--- src/hpmc_pkg.sv ---
// Notes on behaviour
// - halt opcode enters full halt when osc irq enable is 0, timebase halt when 1.
// - timebase halt ends only on external irq, timebase irq, pending irq or reset.
// - interrupt wake from timebase halt has no delay; irq served as soon as condition codes are pushed.
// - reset wake from timebase halt inserts the stabilisation delay first.
// - entering timebase halt forces interrupt-level bits to 10.
// - timebase halt keeps only oscillator and timebase counter clocked.
// - with osc irq enable set, timebase halt never causes watchdog reset.
// - osc irq enable cleared in the wake-delay window after a timebase irq wake drops to full halt for remainder.
// - wake delay is 256 or 4096 cpu cycles, chosen by an option.
// - full halt stops the oscillator, cpu and peripheral clocks.
// - full halt exit on a wake input restarts oscillator and waits wake delay before resuming.
// - entering full halt by the halt opcode forces interrupt-level bits to 10.
// - watchdog sleep option, with the watchdog active, chooses watchdog reset instead of full halt.
// - before wake irq service, push condition codes and set level bits.
// - opcode 0x8E decodes as halt.
// - after the reset input the block starts in run state.
package hpmc_pkg;
  localparam logic [7:0]  HALT_OPCODE   = 8'h8e;
  localparam logic [1:0]  LEVEL_HALT    = 2'b10;
  localparam int          DELAY_SHORT   = 256;
  localparam int          DELAY_LONG    = 4096;
  localparam int          CNT_W         = 13;
  localparam logic [12:0] CNT_ZERO      = 13'h0000;

  typedef enum logic [1:0] {
    HPMC_CAUSE_NONE,
    HPMC_CAUSE_IRQ,
    HPMC_CAUSE_RESET
  } hpmc_cause_t;

  typedef enum logic [2:0] {
    HPMC_RUN,
    HPMC_FULL_HALT,
    HPMC_TB_HALT,
    HPMC_DELAY,
    HPMC_WAKE
  } hpmc_state_t;

  // gate and indication outputs toward the core and clock tree
  typedef struct packed {
    logic        cpu_clk_en;
    logic        periph_clk_en;
    logic        osc_en;
    logic        timebase_clk_en;
    logic        level_force;
    logic        irq_service;
    logic        vector_fetch;
    logic        watchdog_reset;
    hpmc_cause_t wake_cause;
  } hpmc_ctl_t;

  function automatic logic [12:0] hpmc_delay_last(input logic long_sel);
    hpmc_delay_last = long_sel ? 13'(DELAY_LONG - 1) : 13'(DELAY_SHORT - 1);
  endfunction
endpackage

--- src/hpmc_sequencer.sv ---
`timescale 1ns/1ns
module hpmc_sequencer #(
  parameter int DELAY_LONG_CYC = hpmc_pkg::DELAY_LONG
) (
  input  wire logic       ref_clk,
  input  wire logic       reset,
  input  wire logic       opcode_valid,
  input  wire logic [7:0] opcode,
  input  wire logic       osc_irq_enable,
  input  wire logic       watchdog_active,
  input  wire logic       watchdog_sleep_option,
  input  wire logic       long_delay_option,
  input  wire logic       ext_irq,
  input  wire logic       timebase_irq,
  input  wire logic       halt_irq,
  input  wire logic       wake_reset,
  input  wire logic       irq_pending,
  input  wire logic       ccr_pushed,
  output hpmc_pkg::hpmc_ctl_t ctl,
  output logic [1:0]      forced_level,
  output logic            halted
);
  import hpmc_pkg::*;

  typedef struct packed {
    hpmc_state_t     st;
    logic [12:0]     cnt;
    logic [12:0]     last;
    hpmc_cause_t     cause;
    logic            tb_origin;
    hpmc_ctl_t       out;
  } hpmc_reg_t;

  hpmc_reg_t r_q;
  hpmc_reg_t r_d;
  logic      halt_exec;
  logic [12:0] last_sel;

  assign halt_exec = opcode_valid && (opcode == HALT_OPCODE);
  // terminal count; long length is a parameter so sims can shorten it
  assign last_sel = long_delay_option ? 13'(DELAY_LONG_CYC - 1)
                                      : hpmc_delay_last(1'b0);

  // next state: one pass fills the whole copy of the state
  always_comb begin
    r_d = r_q;
    r_d.out.irq_service    = 1'b0;
    r_d.out.vector_fetch   = 1'b0;
    r_d.out.watchdog_reset = 1'b0;
    r_d.out.level_force    = 1'b0;
    case (r_q.st)
      HPMC_RUN: begin
        if (r_q.tb_origin && !osc_irq_enable) begin
          // enable dropped inside the guard window after a timebase wake
          r_d.st = HPMC_FULL_HALT;
        end else if (halt_exec) begin
          r_d.tb_origin = 1'b0; // a fresh halt ends any guard window
          if (osc_irq_enable) begin
            // no watchdog reset while the timebase keeps running
            r_d.st = HPMC_TB_HALT;
            r_d.out.level_force = 1'b1;
          end else if (watchdog_active && watchdog_sleep_option) begin
            r_d.out.watchdog_reset = 1'b1;
          end else begin
            r_d.st = HPMC_FULL_HALT;
            r_d.out.level_force = 1'b1;
          end
        end
      end
      HPMC_TB_HALT: begin
        // only these four causes leave timebase halt
        if (wake_reset) begin
          r_d.st = HPMC_DELAY;
          r_d.cause = HPMC_CAUSE_RESET;
          r_d.cnt = CNT_ZERO;
          r_d.last = last_sel;
          r_d.tb_origin = 1'b0;
        end else if (ext_irq || timebase_irq || irq_pending) begin
          r_d.st = HPMC_WAKE;
          r_d.cause = HPMC_CAUSE_IRQ;
          // guard window only follows a timebase wake
          r_d.cnt = CNT_ZERO;
          r_d.last = last_sel;
          r_d.tb_origin = timebase_irq;
        end
      end
      HPMC_FULL_HALT: begin
        if (r_q.tb_origin) begin
          // timed halt: wake inputs ignored until the window runs out
          if (r_q.cnt == r_q.last) begin
            r_d.st = HPMC_RUN;
          end
        end else if (wake_reset || halt_irq || irq_pending) begin
          r_d.st = HPMC_DELAY;
          r_d.cause = wake_reset ? HPMC_CAUSE_RESET : HPMC_CAUSE_IRQ;
          r_d.cnt = CNT_ZERO;
          r_d.last = last_sel;
          r_d.tb_origin = 1'b0;
        end
      end
      HPMC_DELAY: begin
        // count cpu cycles of the restarted oscillator
        if (r_q.cnt == r_q.last) begin
          r_d.st = HPMC_WAKE;
        end else begin
          r_d.cnt = 13'(r_q.cnt + 13'h0001);
        end
      end
      HPMC_WAKE: begin
        // core pushes condition codes before service starts
        if (r_q.cause == HPMC_CAUSE_RESET) begin
          r_d.out.vector_fetch = 1'b1;
          r_d.st = HPMC_RUN;
        end else if (ccr_pushed) begin
          r_d.out.irq_service = 1'b1;
          r_d.st = HPMC_RUN;
        end
      end
      default: r_d.st = HPMC_RUN;
    endcase

    // guard window counter; a newly opened window starts next cycle
    if (r_q.tb_origin && r_d.tb_origin) begin
      if (r_q.cnt == r_q.last) begin
        r_d.tb_origin = 1'b0;
      end else begin
        r_d.cnt = 13'(r_q.cnt + 13'h0001);
      end
    end

    // clock gates follow the next state so they are registered
    r_d.out.cpu_clk_en      = (r_d.st == HPMC_RUN) || (r_d.st == HPMC_WAKE);
    r_d.out.periph_clk_en   = r_d.out.cpu_clk_en;
    r_d.out.osc_en          = (r_d.st != HPMC_FULL_HALT);
    r_d.out.timebase_clk_en = r_d.out.osc_en;
    r_d.out.wake_cause      = (r_d.st == HPMC_RUN) ? HPMC_CAUSE_NONE
                                                   : r_d.cause;
  end

  // single register; reset lands in run with clocks on
  always_ff @(posedge ref_clk) begin
    if (reset) begin
      r_q.st                  <= HPMC_RUN;
      r_q.cnt                 <= CNT_ZERO;
      r_q.last                <= CNT_ZERO;
      r_q.cause               <= HPMC_CAUSE_NONE;
      r_q.tb_origin           <= 1'b0;
      r_q.out.cpu_clk_en      <= 1'b1;
      r_q.out.periph_clk_en   <= 1'b1;
      r_q.out.osc_en          <= 1'b1;
      r_q.out.timebase_clk_en <= 1'b1;
      r_q.out.level_force     <= 1'b0;
      r_q.out.irq_service     <= 1'b0;
      r_q.out.vector_fetch    <= 1'b0;
      r_q.out.watchdog_reset  <= 1'b0;
      r_q.out.wake_cause      <= HPMC_CAUSE_NONE;
    end else begin
      r_q <= r_d;
    end
  end

  assign ctl          = r_q.out;
  assign forced_level = LEVEL_HALT;
  assign halted       = (r_q.st == HPMC_FULL_HALT) ||
                        (r_q.st == HPMC_TB_HALT);
endmodule

--- config.mk ---
export PLATFORM = sky130hd
export DESIGN_NAME = hpmc_sequencer
export DESIGN_NICKNAME = d
export VERILOG_FILES = /design/src/hpmc_pkg.sv /design/src/hpmc_sequencer.sv
export SDC_FILE = /design/constraint.sdc
export NUM_CORES = 1
export LEC_CHECK = 0
export BUFFER_PORTS_ARGS = -buffer_cell sky130_fd_sc_hd__buf_4
export CORE_MARGIN = 10
export CORE_UTILIZATION = 40
export CTS_CLUSTER_DIAMETER = 200
export CTS_CLUSTER_SIZE = 10
export DETAILED_ROUTE_END_ITERATION = 8
export SLEW_MARGIN = 20
export SYNTH_ARGS = -nofsm -noshare
export SYNTH_HDL_FRONTEND = slang
export SYNTH_SLANG_ARGS = --single-unit
export TNS_END_PERCENT = 50
--- constraint.sdc ---
create_clock -name ref_clk -period 3.8 [get_ports ref_clk]
set_input_delay 0.19 -clock ref_clk [delete_from_list [all_inputs] [get_ports ref_clk]]
set_output_delay 0.19 -clock ref_clk [all_outputs]
set_load 0.02 [all_outputs]
Word-level counts from Yosys, hierarchy flattened
Index checks and enable logic that the tools add are counted.
Storage, ports and cells
  flip-flop bits (word level): 40
  latch bits: 0
  RAM bits: 0
  ROM bits: 0
  output and inout port bits: 13
  memories kept: 0
Operators by class
  $add $sub $neg: 1
  $mul: 0
  div/mod/pow operators: 0
  $lt $le $gt $ge: 0
  equal/unequal tests: 12
  shifts and indexed selects: 0
  mux-type cells: 31
  bitwise gates (word level): 3
  reductions and logical operators: 20
Operator list (number)
  32-bit 2-to-1 mux: 3
  13-bit 2-to-1 mux: 3
  13-bit one-hot mux with 3 select lines: 1
  15-bit one-hot mux with 2 select lines: 1
  29-bit 2-to-1 mux: 1
  3-bit 2-to-1 mux: 9
  3-bit one-hot mux with 5 select lines: 1
  13-bit by 1-bit adder with 13-bit output (second input constant): 1
  13-bit equality test: 1
  12-bit 2-to-1 mux: 1
  1-bit 2-to-1 mux: 9
  8-bit equality test (second input constant): 1
  3-bit by 2-bit equality test with 1-bit output (second input constant): 2
  3-bit equality test (second input constant): 2
  3-bit logical NOT: 2
  1-bit logical OR: 6
  5-bit OR reduction: 1
  1-bit logical AND: 4
  2-bit != test (second input constant): 2
  4-bit AND reduction: 1
  2-bit OR reduction: 2
  4-bit OR reduction: 1
  3-bit by 1-bit equality test with 1-bit output (second input constant): 1
  3-bit by 1-bit != test with 1-bit output (second input constant): 1
  8 further kinds: 10

Depth between registers and ports, before layout
Gate-level depths: netlist of run 1.
  depth in word-level cells: 8
  gate-level depth with buffers: 8
  mapped depth without buffers: 6

Worst setup path before layout of run 1
No wires, ideal clock.
  path type: reg2reg
  start point: reg r_q[34] (netlist bit)
  end point: reg r_q, in the netlist ctl[0]
  library setup time: 0.127 ns
  arrival time: 1.893 ns
  slack: 1.780 ns
  cell stages (with the launch flop): 7
  buffers on the path: 0
  clock period less this slack: 2.020 ns
  path through: dfxtp_1 or4_1 a2bb2oi_2 a2111oi_4 o31ai_1 o41ai_4 a21oi_1
On the way
  word-level cells in the longest chain between the ends: 6
RTL lines
  from (decl): line hpmc_sequencer.sv:34  | hpmc_reg_t r_q;
  from (signal assigned): line hpmc_sequencer.sv:158  | r_q <= r_d;
  13-bit equality test (*): line hpmc_sequencer.sv:90, hpmc_sequencer.sv:103
  3-bit 2-to-1 mux: line hpmc_sequencer.sv:90  | if (r_q.cnt == r_q.last) begin
  3-bit 2-to-1 mux: line hpmc_sequencer.sv:88  | if (r_q.tb_origin) begin
  3-bit one-hot mux with 5 select lines (*): line hpmc_sequencer.sv:51  | case (r_q.st)
  3-bit logical NOT (*): line hpmc_sequencer.sv:136  | r_d.out.wake_cause = (r_d.st == HPMC_RUN) ? HPMC_CAUSE_NONE
  2-bit OR reduction (no line) (*)
Mark *: on every way between the ends. The rest lies on a longest branch, timed or not.
A chain may end at the register's enable or synchronous reset.

Final worst setup path of run 1
  start point: reg r_q[32] (netlist bit)
  end point: reg r_q[30] (netlist bit)
On the way
  word-level cells in the longest chain between the ends: 5
RTL lines
  13-bit equality test (*): line hpmc_sequencer.sv:103, hpmc_sequencer.sv:124
  13-bit 2-to-1 mux: line hpmc_sequencer.sv:103  | if (r_q.cnt == r_q.last) begin
  13-bit one-hot mux with 3 select lines: line hpmc_sequencer.sv:51
  13-bit 2-to-1 mux: line hpmc_sequencer.sv:124  | if (r_q.cnt == r_q.last) begin
  13-bit 2-to-1 mux (*): line hpmc_sequencer.sv:123  | if (r_q.tb_origin && r_d.tb_origin) begin
Marked as above.

==> implementation parameters, run 1 <==
Parameter                              Value

Status
  Result of the run ... finished, final reports clean

Route
  DR pass1 iterations ... 4
  Routed length on met1 ... 2200 um
  DR WL met3 ... ~270 um
  DRT iter0 DRCs ... 101
  Met2 wire length ... between 2000 and 2500 um
  Number of vias in the routed layout ... 1706
  Post-detailed-route wirelength per cell ... 15.5 um
  Number of remaining DRC errors ... 0
  Count of antenna-violating nets left after detailed routing ... 0
  Highest metal layer with signal wires ... met4
  Total length of routed wires ... 4630 um
  Via count normalized by instance count ... around 5.7

Floorplanning
  Die boundary height ... 88.5 um
  Floorplan Core Area ... between 0.004 and 0.005 mm2
  Overall die area ... 0.00782 mm2
  Total I/O pin count ... 34
  FP Rows ... 24
  Die width ... 88.5 um
  Initial Util ... 0.422

Place
  GP Congestion ... 0.819
  I/O Buffers ... 31
  Pre-CTS WS ... 1460 ps
  DP Wirelength ... 3530 um

Yosys
  Mean area per synthesized cell ... 8.15 um2
  Share of the synthesized area in the top cell type ... 0.310
  Share of the synthesized netlist area taken by xor and xnor gates ... 0.0187
  Leading cell types by count after synthesis ... sky130_fd_sc_hd__dfxtp_1 (29), sky130_fd_sc_hd__a21oi_1 (18), sky130_fd_sc_hd__nor2_1 (18)
  Sequential element share of the synthesized area ... 0.310
  Adder-cell share of the synthesized area ... 0.00668
  Gate Count Post-Synth ... 230
  Top FF cell, synth ... sky130_fd_sc_hd__dfxtp_1
  FF+latch count, synth ... 29
  Post-synthesis compound-gate area fraction ... 0.308
  Number of enable-type register cells in the synthesized netlist ... 0
  Cell types occupying the most area after synthesis ... sky130_fd_sc_hd__dfxtp_1 (31%), sky130_fd_sc_hd__buf_4 (5.2%), sky130_fd_sc_hd__a21oi_1 (4.8%)
  Warnings from Yosys ... 0
  Most area-hungry cell type in the Yosys netlist ... sky130_fd_sc_hd__dfxtp_1
  Largest family of logic cells by synthesized area ... compound AO/OA/AOI/OAI gates
  Simple-Gate Fraction of Synth Area ... 0.261
  Number of different library cells in the post-synthesis netlist ... between 60 and 70
  Area of the mapped netlist ... 0.00187 mm2
  Count leader, synth ... sky130_fd_sc_hd__dfxtp_1
  Async S/R FF share, synth ... 0
  Share of synthesized area spent on multiplexers ... 0
  Post-Synthesis Net Count ... ~250

Timing
  Hold Violations, Final ... 0
  Max-slew violation count ... 0
  Worst setup margin ... 1450 ps
  Transition at the pin with the smallest max-transition slack ... 650 ps
  Worst clock skew ... between 10 and 15 ps
  Setup repair after global routing missed its margin ... no
  Achievable frequency ... 426 MHz
  Final count of negative-setup-slack endpoints ... 0
  Sum Neg Setup Slack ... 0 ps
  Worst slew margin ... 0.563
  Post-route clock period utilization ... 0.617
  Shortest clock period the worst path allows after layout ... 2350 ps

GRT
  Pin count of the biggest net entering global routing ... 21
  Vias in the first global route ... about 1700
  Wire length of the first global-routing pass ... about 8000 um
  Initial antenna violation count ... 0
  Total routing resource utilization after global routing ... 0.126
  Total gr overflow ... 0

Clock tree
  Clk_lat worst skew ... between 200 and 300 ps
  Post-cts gate resize count ... 0
  Sinks on the clock net ... 29
  Buffer cell driving the clock tree root ... sky130_fd_sc_hd__clkbuf_8
  Post-CTS repair timing setup buffer count ... 0
  Num CTS Buffers ... 5
  Clk pin slew, worst setup/hold paths ... 70 ps
  TritonCTS clock tree ... yes
  Maximum clock insertion buffer count ... 2
  Count of hold buffers inserted by post-cts repair ... 0
  H-tree level count ... 2

Run
  Number of max-cap violations ... 0

Power and ir drop
  Lkg Pwr ... 0.805 nW
  Final total power ... 0.00121 W
  Peak supply drop ... 0.281 mV
  Pwr/cell area ... 561 mW/mm2

Critical path
  Startpoint of the worst-slack reg-to-reg timing path ... r_q[32]$_SDFF_PP0_
  Capturing element type of the critical path ... flip-flop
  Data arrival time of the critical path ... 2530 ps
  Critical path type ... flip-flop to flip-flop
  Largest fanout on the critical path ... 11
  Critical path required time ... between 3000 and 4000 ps
  Kind of start point of the critical path ... flip-flop
  First element of the critical path ... r_q[32]$_SDFF_PP0_

Cells and area
  Final Util ... 0.485
  Fillcell total ... 453
  Number of nets at the end of the flow ... 268
  Share of post-route cells with drive strength above 1 ... 0.202
  Antenna diode instance count ... 0
  Synth-to-layout area growth ... 14.9%

Hold path
  Min-delay src ... ccr_pushed
  Worst hold path class ... input port to flip-flop
-- final timing paths --
check / endpoint / slack [ps] / cells past startpoint
max: r_q[30]$_SDFF_PP0_ / 1450 / 5
min: ctl[4]$_SDFF_PP0_ / 140 / 2
max reg2reg: r_q[30]$_SDFF_PP0_ / 1450 / 5
min reg2reg: r_q[20]$_SDFFE_PP0P_ / 490 / 2
-- cells in the final DEF, fill, tap and decap left out, types with 2 or more instances in the layout --
master and n:
sky130_fd_sc_hd__a211oi_1 3, sky130_fd_sc_hd__a21boi_0 2, sky130_fd_sc_hd__a21o_1 2, sky130_fd_sc_hd__a21oi_1 18, sky130_fd_sc_hd__a22oi_1 2, sky130_fd_sc_hd__a31oi_1 2, sky130_fd_sc_hd__a32oi_1 2, sky130_fd_sc_hd__a41oi_1 2
sky130_fd_sc_hd__and2_1 2, sky130_fd_sc_hd__and3_1 5, sky130_fd_sc_hd__buf_4 31, sky130_fd_sc_hd__clkbuf_8 6, sky130_fd_sc_hd__conb_1 2, sky130_fd_sc_hd__dfxtp_1 29, sky130_fd_sc_hd__inv_1 10, sky130_fd_sc_hd__nand2_1 13
sky130_fd_sc_hd__nand2b_1 3, sky130_fd_sc_hd__nand3_1 15, sky130_fd_sc_hd__nand4_1 4, sky130_fd_sc_hd__nor2_1 18, sky130_fd_sc_hd__nor2b_1 4, sky130_fd_sc_hd__nor3_1 8, sky130_fd_sc_hd__nor4_1 5, sky130_fd_sc_hd__nor4b_1 2
sky130_fd_sc_hd__o21ai_0 13, sky130_fd_sc_hd__o21ai_1 2, sky130_fd_sc_hd__o31ai_1 3, sky130_fd_sc_hd__or2_2 2, sky130_fd_sc_hd__or3_1 3, sky130_fd_sc_hd__xor2_1 3
-- layer usage --
metal,vias to the layer above,track usage
met5,-,0
met4,0,0.0514
met3,4,0.0469
met2,36,0.198
met1,789,0.151
li1,877,-
-- worst max-delay path, cell delays in order, from the launching register on --
cell and delay, ps:
sky130_fd_sc_hd__dfxtp_1 430, sky130_fd_sc_hd__nand4_1 140, sky130_fd_sc_hd__or3_1 480, sky130_fd_sc_hd__a211oi_4 570, sky130_fd_sc_hd__o21ai_0 220, sky130_fd_sc_hd__a2111oi_2 380
-- cell type report --
class                           count  area [um2]  area share
Clock buffer                        7        86.3      0.0401
Sequential cell                    29         581       0.270
Timing Repair Buffer               31         233       0.108
Multi-Input combinational cell    169        1120       0.521
Clock inverter                      1        30.0      0.0139
Inverter                           10        37.5      0.0174
Tap cell                           52        65.1      0.0302
-- through the flow --
| stage | hold WS (ps) | std cells | area, um2 |
|---|---|---|---|
| 2_1_floorplan | 321 | 230 | 1870 |
| 3_3_place_gp | 441 | 291 | 2040 |
| 3_5_place_dp | 441 | 291 | 2040 |
| 4_1_cts | 140 | 299 | 2150 |
| 5_1_grt | 145 | 299 | 2150 |
| 6_report | 140 | 299 | 2150 |
-- where the power goes --
part / leakage (nW) / internal, W / switching (W) / total (W)
registers: 0.235 / 0.000343 / 0.0000475 / 0.000391
clock network: 0.0585 / 0.000214 / 0.000124 / 0.000338
logic: 0.512 / 0.000194 / 0.000286 / 0.000480
total: 0.805 / 0.000751 / 0.000458 / 0.00121
-- flip-flops by register name, indices dropped and copies added (netlist names) --
name,cells
ctl,8
r_q,21
-- cell families (layout without fill, tap and decap cells) --
group           Yosys count  after routing
compound gates           70             70
other cells               2              2
flops                    29             29
buf+inv                  32             49
fa+ha+maj                 1              1
xor+xnor                  4              4
simple gates             92             92
No activity file was read; power rests on OpenSTA's default activity.
==> run 2: changes to the inputs <==
- clock period: 3.8 -> 2.14 ns (I/O delays scaled with it)
==> run 2 against run 1 <==
Cell count rose by 11%; largest cell class unchanged; first-iteration DRC count increased by 11%; global-route usage is 1.6 points higher; the flow now finishes with violations (negative setup slack); sequential share of layout area shrank 2.9 points; highest routed layer unchanged.
==> implementation parameters, run 2 (synthesized netlist as in run 1, its figures left out) <==
Parameter                              Value

Place
  Cell total after placement ... 321
  Area post-placement ... 0.00226 mm2
  GP Congestion ... 0.888
  Pre-CTS WS ... -19.6 ps
  I/O Buffers ... 31
  DP Wirelength ... 4130 um

Critical path
  Kind of start point of the critical path ... flip-flop
  Largest fanout on the critical path ... 4
  Capturing element type of the critical path ... flip-flop
  CP cell instances ... or4_4, a2bb2oi_4, a211oi_4, buf_4, nor2_4, o41ai_4, a21oi_1
  Critical Path Slowest Stage Cell ... sky130_fd_sc_hd__or4_4
  R2R cell count ... 7
  Buffers and inverters on the worst path ... 1
  Critical Path Max Stage Delay ... 540 ps
  Startpoint of the worst-slack reg-to-reg timing path ... r_q[24]$_SDFFE_PP0P_
  Reg-to-reg critical path endpoint ... ctl[0]$_SDFF_PP0_
  Critical path required time ... between 2000 and 2500 ps
  Slack of the worst reg-to-reg path ... -20 ps
  Data arrival time of the critical path ... roughly 2300 ps
  Family with the most delay on the worst path ... compound AO/OA/AOI/OAI gates
  Critical path type ... flip-flop to flip-flop

Clock tree
  Buffer cell driving the clock tree root ... sky130_fd_sc_hd__clkbuf_8
  Clk pin slew, worst setup/hold paths ... ~60 ps
  Clk_lat worst skew ... 280 ps
  TritonCTS clock tree ... yes
  Count of hold buffers inserted by post-cts repair ... 0
  Num CTS Buffers ... 5
  Sinks on the clock net ... 29
  H-tree level count ... 2
  Maximum clock insertion buffer count ... 2

Cells and area
  Most common cell after layout, fill and taps aside ... sky130_fd_sc_hd__buf_4
  Area of all sequential standard cells ... 583 um2
  Non-filler instance count after layout ... 332
  Number of nets at the end of the flow ... 301
  Final Util ... 0.545
  Antenna diode instance count ... 0
  Synth-to-layout area growth ... 29.2%
  Share of post-route cells with drive strength above 1 ... 0.321
  Most frequent cells in the layout ... sky130_fd_sc_hd__buf_4 (64), sky130_fd_sc_hd__dfxtp_1 (27), sky130_fd_sc_hd__a21oi_1 (18)
  Register ranked first by flip-flop count ... r_q
  Total area of multi-input combinational cells ... 0.00115 mm2
  Fillcell total ... 441
  Largest register FFs ... 21
  Final design instance area without fill ... 0.00242 mm2

Hold path
  WHS Path Cells ... 2
  Worst Hold Endpoint ... ctl[4]$_SDFF_PP0_
  Worst hold path class ... input port to flip-flop
  Min-delay src ... ccr_pushed

Route
  DRT iter0 DRCs ... 112
  Post-detailed-route wirelength per cell ... 16.0 um
  DR pass1 iterations ... 7
  Number of vias in the routed layout ... 1890
  Total length of routed wires ... 5330 um
  Number of remaining DRC errors ... 0
  Via count normalized by instance count ... 5.69
  Count of antenna-violating nets left after detailed routing ... 0

Floorplanning
  FP Rows ... 24
  Die width ... 88.5 um
  Total I/O pin count ... 34
  Die boundary height ... about 88 um
  Initial Util ... 0.422
  Floorplan Core Area ... 0.00444 mm2
  Overall die area ... approximately 0.0078 mm2

GRT
  Total routing resource utilization after global routing ... 0.142
  Vias in the first global route ... around 1800
  Initial antenna violation count ... 0
  Wire length of the first global-routing pass ... between 8000 and 9000 um
  Total gr overflow ... 0
  Pin count of the biggest net entering global routing ... 18

Power and ir drop
  Peak supply drop ... 0.603 mV
  Pwr/cell area ... around 960 mW/mm2
  Lkg Pwr ... 0.975 nW
  Final total power ... 0.00233 W

Timing
  Worst clock skew ... 10.7 ps
  Worst setup margin ... -23.5 ps
  Shortest clock period the worst path allows after layout ... 2160 ps
  Achievable frequency ... 462 MHz
  Final count of negative-setup-slack endpoints ... 3
  Max-slew violation count ... 0
  Setup repair after global routing missed its margin ... yes
  Post-route clock period utilization ... 1.01
  Hold Violations, Final ... 0

Run
  Number of max-cap violations ... 0

Status
  Result of the run ... complete, but fails checks
  Failing checks ... negative setup slack
==> run 2: cell types whose count changed in the layout (fill, tap and decap cells not counted), sizes merged <==
cell / delta
buf: +33
bufinv: -1
clkinv: +1
==> run 2: layer usage <==
| layer | track usage | wire length, um | vias up |
|---|---|---|---|
| li1 | - | - | 941 |
| met1 | 0.183 | 2430 | 884 |
| met2 | 0.219 | 2460 | 55 |
| met3 | 0.0368 | 332 | 10 |
| met4 | 0.0573 | 104 | 0 |
| met5 | 0 | 0 | - |
==> run 2: metrics by stage <==
step                TNS, ps  hold slack, ps
floorplan                 0             238
global placement          0             348
global route           -464            54.9
detailed placement    -35.3             350
CTS                       0            57.5
finish                -54.4            64.6
==> run 2: report_power, final <==
part           switching [W]  internal [W]  total (W)
combinational       0.000620      0.000540    0.00116
sequential         0.0000504      0.000611   0.000661
clock               0.000214      0.000290   0.000504
total               0.000885       0.00144    0.00233
==> run 2: how the worst max path moves through the flow <==
| stage | cells past startpoint | to | slack (ps) | from |
|---|---|---|---|---|
| 2_1_floorplan | 6 | ctl[0]$_SDFF_PP0_ | 120 | r_q[34]$_SDFF_PP0_ |
| 4_1_cts | 7 | r_q[35]$_SDFF_PP0_ | 3 | r_q[24]$_SDFFE_PP0P_ |
| 3_3_place_gp | 7 | r_q[35]$_SDFF_PP0_ | 50 | r_q[24]$_SDFFE_PP0P_ |
| 5_1_grt | 7 | ctl[1]$_SDFF_PP0_ | -110 | r_q[24]$_SDFFE_PP0P_ |
| 6_report | 7 | ctl[0]$_SDFF_PP0_ | -20 | r_q[24]$_SDFFE_PP0P_ |
| 3_5_place_dp | 6 | ctl[1]$_SDFF_PP0_ | -20 | r_q[24]$_SDFFE_PP0P_ |
==> run 2: what timing repair did <==
action,in CTS,in global routing
setup buffers,0,3
gates cloned,0,0
gates resized for setup,1,7
hold endpoints to repair,0,0
setup endpoints to repair,2,17
pin swaps,0,4
==> run 2: final cells by class <==
class                   instances  area share
clock inverters                 1     0.00207
repair buffers                 64       0.198
flip-flops and latches         29       0.241
well taps                      52      0.0269
clock buffers                   7      0.0398
inverters                      10      0.0155
multi-input cells             169       0.476
==> run 3: changes to the inputs <==
- MAX_ROUTING_LAYER: default -> met4
==> run 3 against run 2 <==
The flow still finishes with violations (negative setup slack); cell count did not move; fmax hardly changed; first-iteration DRC count rose by 12%; combinational power is essentially flat; power about the same; core utilization unchanged; count of clock-buffer cells in the layout unchanged; die area stayed put; clock skew increased by 0.50 ps; global-route usage rose by 0.42 points; critical path type unchanged; largest cell class unchanged; highest routed layer unchanged.
==> implementation parameters, run 3 (synthesized netlist as in run 1, its figures left out) <==
Parameter                              Value

Power and ir drop
  Share of total power consumed by net switching ... 0.380
  Final total power ... 0.00232 W
  Lkg Pwr ... slightly below 1 nW
  Reg power frac ... 0.285
  Pwr/cell area ... 960 mW/mm2
  Switching power total ... 0.000884 W
  Design internal power ... 0.00144 W
  Relative contribution of the clock network to total power ... 0.217
  Gate power share ... 0.499
  Peak supply drop ... 0.602 mV

Floorplanning
  Initial Util ... 0.422
  Overall die area ... 0.00782 mm2
  Die boundary height ... 88.5 um
  FP Rows ... 24
  Die width ... between 80 and 90 um
  Total I/O pin count ... 34
  Floorplan Core Area ... 0.00444 mm2

Status
  Result of the run ... complete, but fails checks
  Failing checks ... negative setup slack

Run
  Number of max-cap violations ... 0

Route
  Via count normalized by instance count ... 5.64
  DRT iter0 DRCs ... 125
  Total length of routed wires ... 5320 um
  Post-detailed-route wirelength per cell ... approximately 16 um
  Number of remaining DRC errors ... 0
  Number of vias in the routed layout ... between 1500 and 2000
  Count of antenna-violating nets left after detailed routing ... 0
  DR pass1 iterations ... 4

Critical path
  Critical Path Max Stage Delay ... 540 ps
  Family with the most delay on the worst path ... compound AO/OA/AOI/OAI gates
  Critical path required time ... 2300 ps
  Critical path type ... flip-flop to flip-flop
  Kind of start point of the critical path ... flip-flop
  R2R cell count ... 7
  Buffers and inverters on the worst path ... 1
  Data arrival time of the critical path ... 2320 ps
  Path length in cells of the critical path ... 7
  Capturing element type of the critical path ... flip-flop
  CP cell instances ... or4_4, a2bb2oi_4, a211oi_4, buf_4, nor2_4, o41ai_4, a21oi_1
  Largest fanout on the critical path ... 4
  Critical Path Slowest Stage Cell ... sky130_fd_sc_hd__or4_4

Clock tree
  H-tree level count ... 2
  Count of hold buffers inserted by post-cts repair ... 0
  TritonCTS clock tree ... yes
  Clk pin slew, worst setup/hold paths ... 60 ps
  Clk_lat worst skew ... approximately 280 ps
  Buffer cell driving the clock tree root ... sky130_fd_sc_hd__clkbuf_8
  Num CTS Buffers ... 5
  Maximum clock insertion buffer count ... 2
  Sinks on the clock net ... 29

Timing
  Setup repair after global routing missed its margin ... yes
  Worst setup margin ... -25.2 ps
  Final count of negative-setup-slack endpoints ... 3
  Hold Violations, Final ... 0
  Sum Neg Setup Slack ... -54.3 ps
  Shortest clock period the worst path allows after layout ... 2170 ps
  Post-route clock period utilization ... 1.01
  Worst clock skew ... 11.2 ps
  Max-slew violation count ... 0
  Achievable frequency ... 462 MHz

GRT
  Wire length of the first global-routing pass ... 8850 um
  Total gr overflow ... 0
  Total routing resource utilization after global routing ... 0.146
  Pin count of the biggest net entering global routing ... 18
  Vias in the first global route ... 1841
  Initial antenna violation count ... 0

Place
  I/O Buffers ... 31
  Pre-CTS WS ... -19.6 ps
  GP Congestion ... 0.903
  Area post-placement ... 0.00226 mm2
  DP Wirelength ... 4130 um

Cells and area
  Antenna diode instance count ... 0
  Most frequent cells in the layout ... sky130_fd_sc_hd__buf_4 (64), sky130_fd_sc_hd__dfxtp_1 (27), sky130_fd_sc_hd__a21oi_1 (18)
  Number of nets at the end of the flow ... approximately 300
  Synth-to-layout area growth ... 29.2%
  Most common cell after layout, fill and taps aside ... sky130_fd_sc_hd__buf_4
  Largest register FFs ... 21
  Register ranked first by flip-flop count ... r_q
  Share of post-route cells with drive strength above 1 ... 0.321
  Final Util ... 0.545
  Final design instance area without fill ... 0.00242 mm2

Hold path
  Worst hold path class ... input port to flip-flop
  WHS Path Cells ... 2
[run 3: cell counts in the layout (fill, tap and decap cells not counted)]
Identical to the previous run, type by type.
[run 3: power by group through the flow]
stage          clock [W]  combinational, W  sequential (W)
5_1_grt         0.000547           0.00126        0.000671
3_5_place_dp           0           0.00107        0.000670
6_report        0.000504           0.00116        0.000662
3_3_place_gp           0           0.00107        0.000671
4_1_cts         0.000521           0.00109        0.000659
2_1_floorplan          0          0.000743        0.000647
[run 3: worst paths after layout]
path / startpoint / end / slack [ps]
max: r_q[24]$_SDFFE_PP0P_ / ctl[1]$_SDFF_PP0_ / -30
min: ccr_pushed / ctl[4]$_SDFF_PP0_ / 60
max reg2reg: r_q[24]$_SDFFE_PP0P_ / ctl[1]$_SDFF_PP0_ / -30
min reg2reg: r_q[12]$_SDFF_PP0_ / ctl[3]$_SDFF_PP0_ / 480
[run 3: routing by layer]
layer / up-vias / wire length, um / global-route usage / part of all wire
met4: 0 / 104 / 0.0573 / 0.020
met5: - / 0 / - / 0
li1: 941 / - / - / -
met2: 57 / 2440 / 0.219 / 0.46
met1: 865 / 2450 / 0.187 / 0.46
met3: 10 / 326 / 0.0303 / 0.061
[run 3: what timing repair did]
action | in CTS | in global routing
setup buffers | 0 | 3
cloned | 0 | 0
pin swaps | 0 | 4
setup endpoints to repair | 2 | 17
gates resized for setup | 1 | 7
[run 3: per-stage QoR]
stage	instances	hold WS [ps]
finish	332	64.5
floorplan	230	238
CTS	329	57.5
global route	332	54.9
detailed placement	321	350
global placement	321	348
[run 3: final cells by class]
type	instances	area, um2
clock buffers	7	96.3
clock inverters	1	5.00
fillers	441	2020
inverters	10	37.5
multi-input cells	169	1150
flip-flops and latches	29	583
well taps	52	65.1
repair buffers	64	480
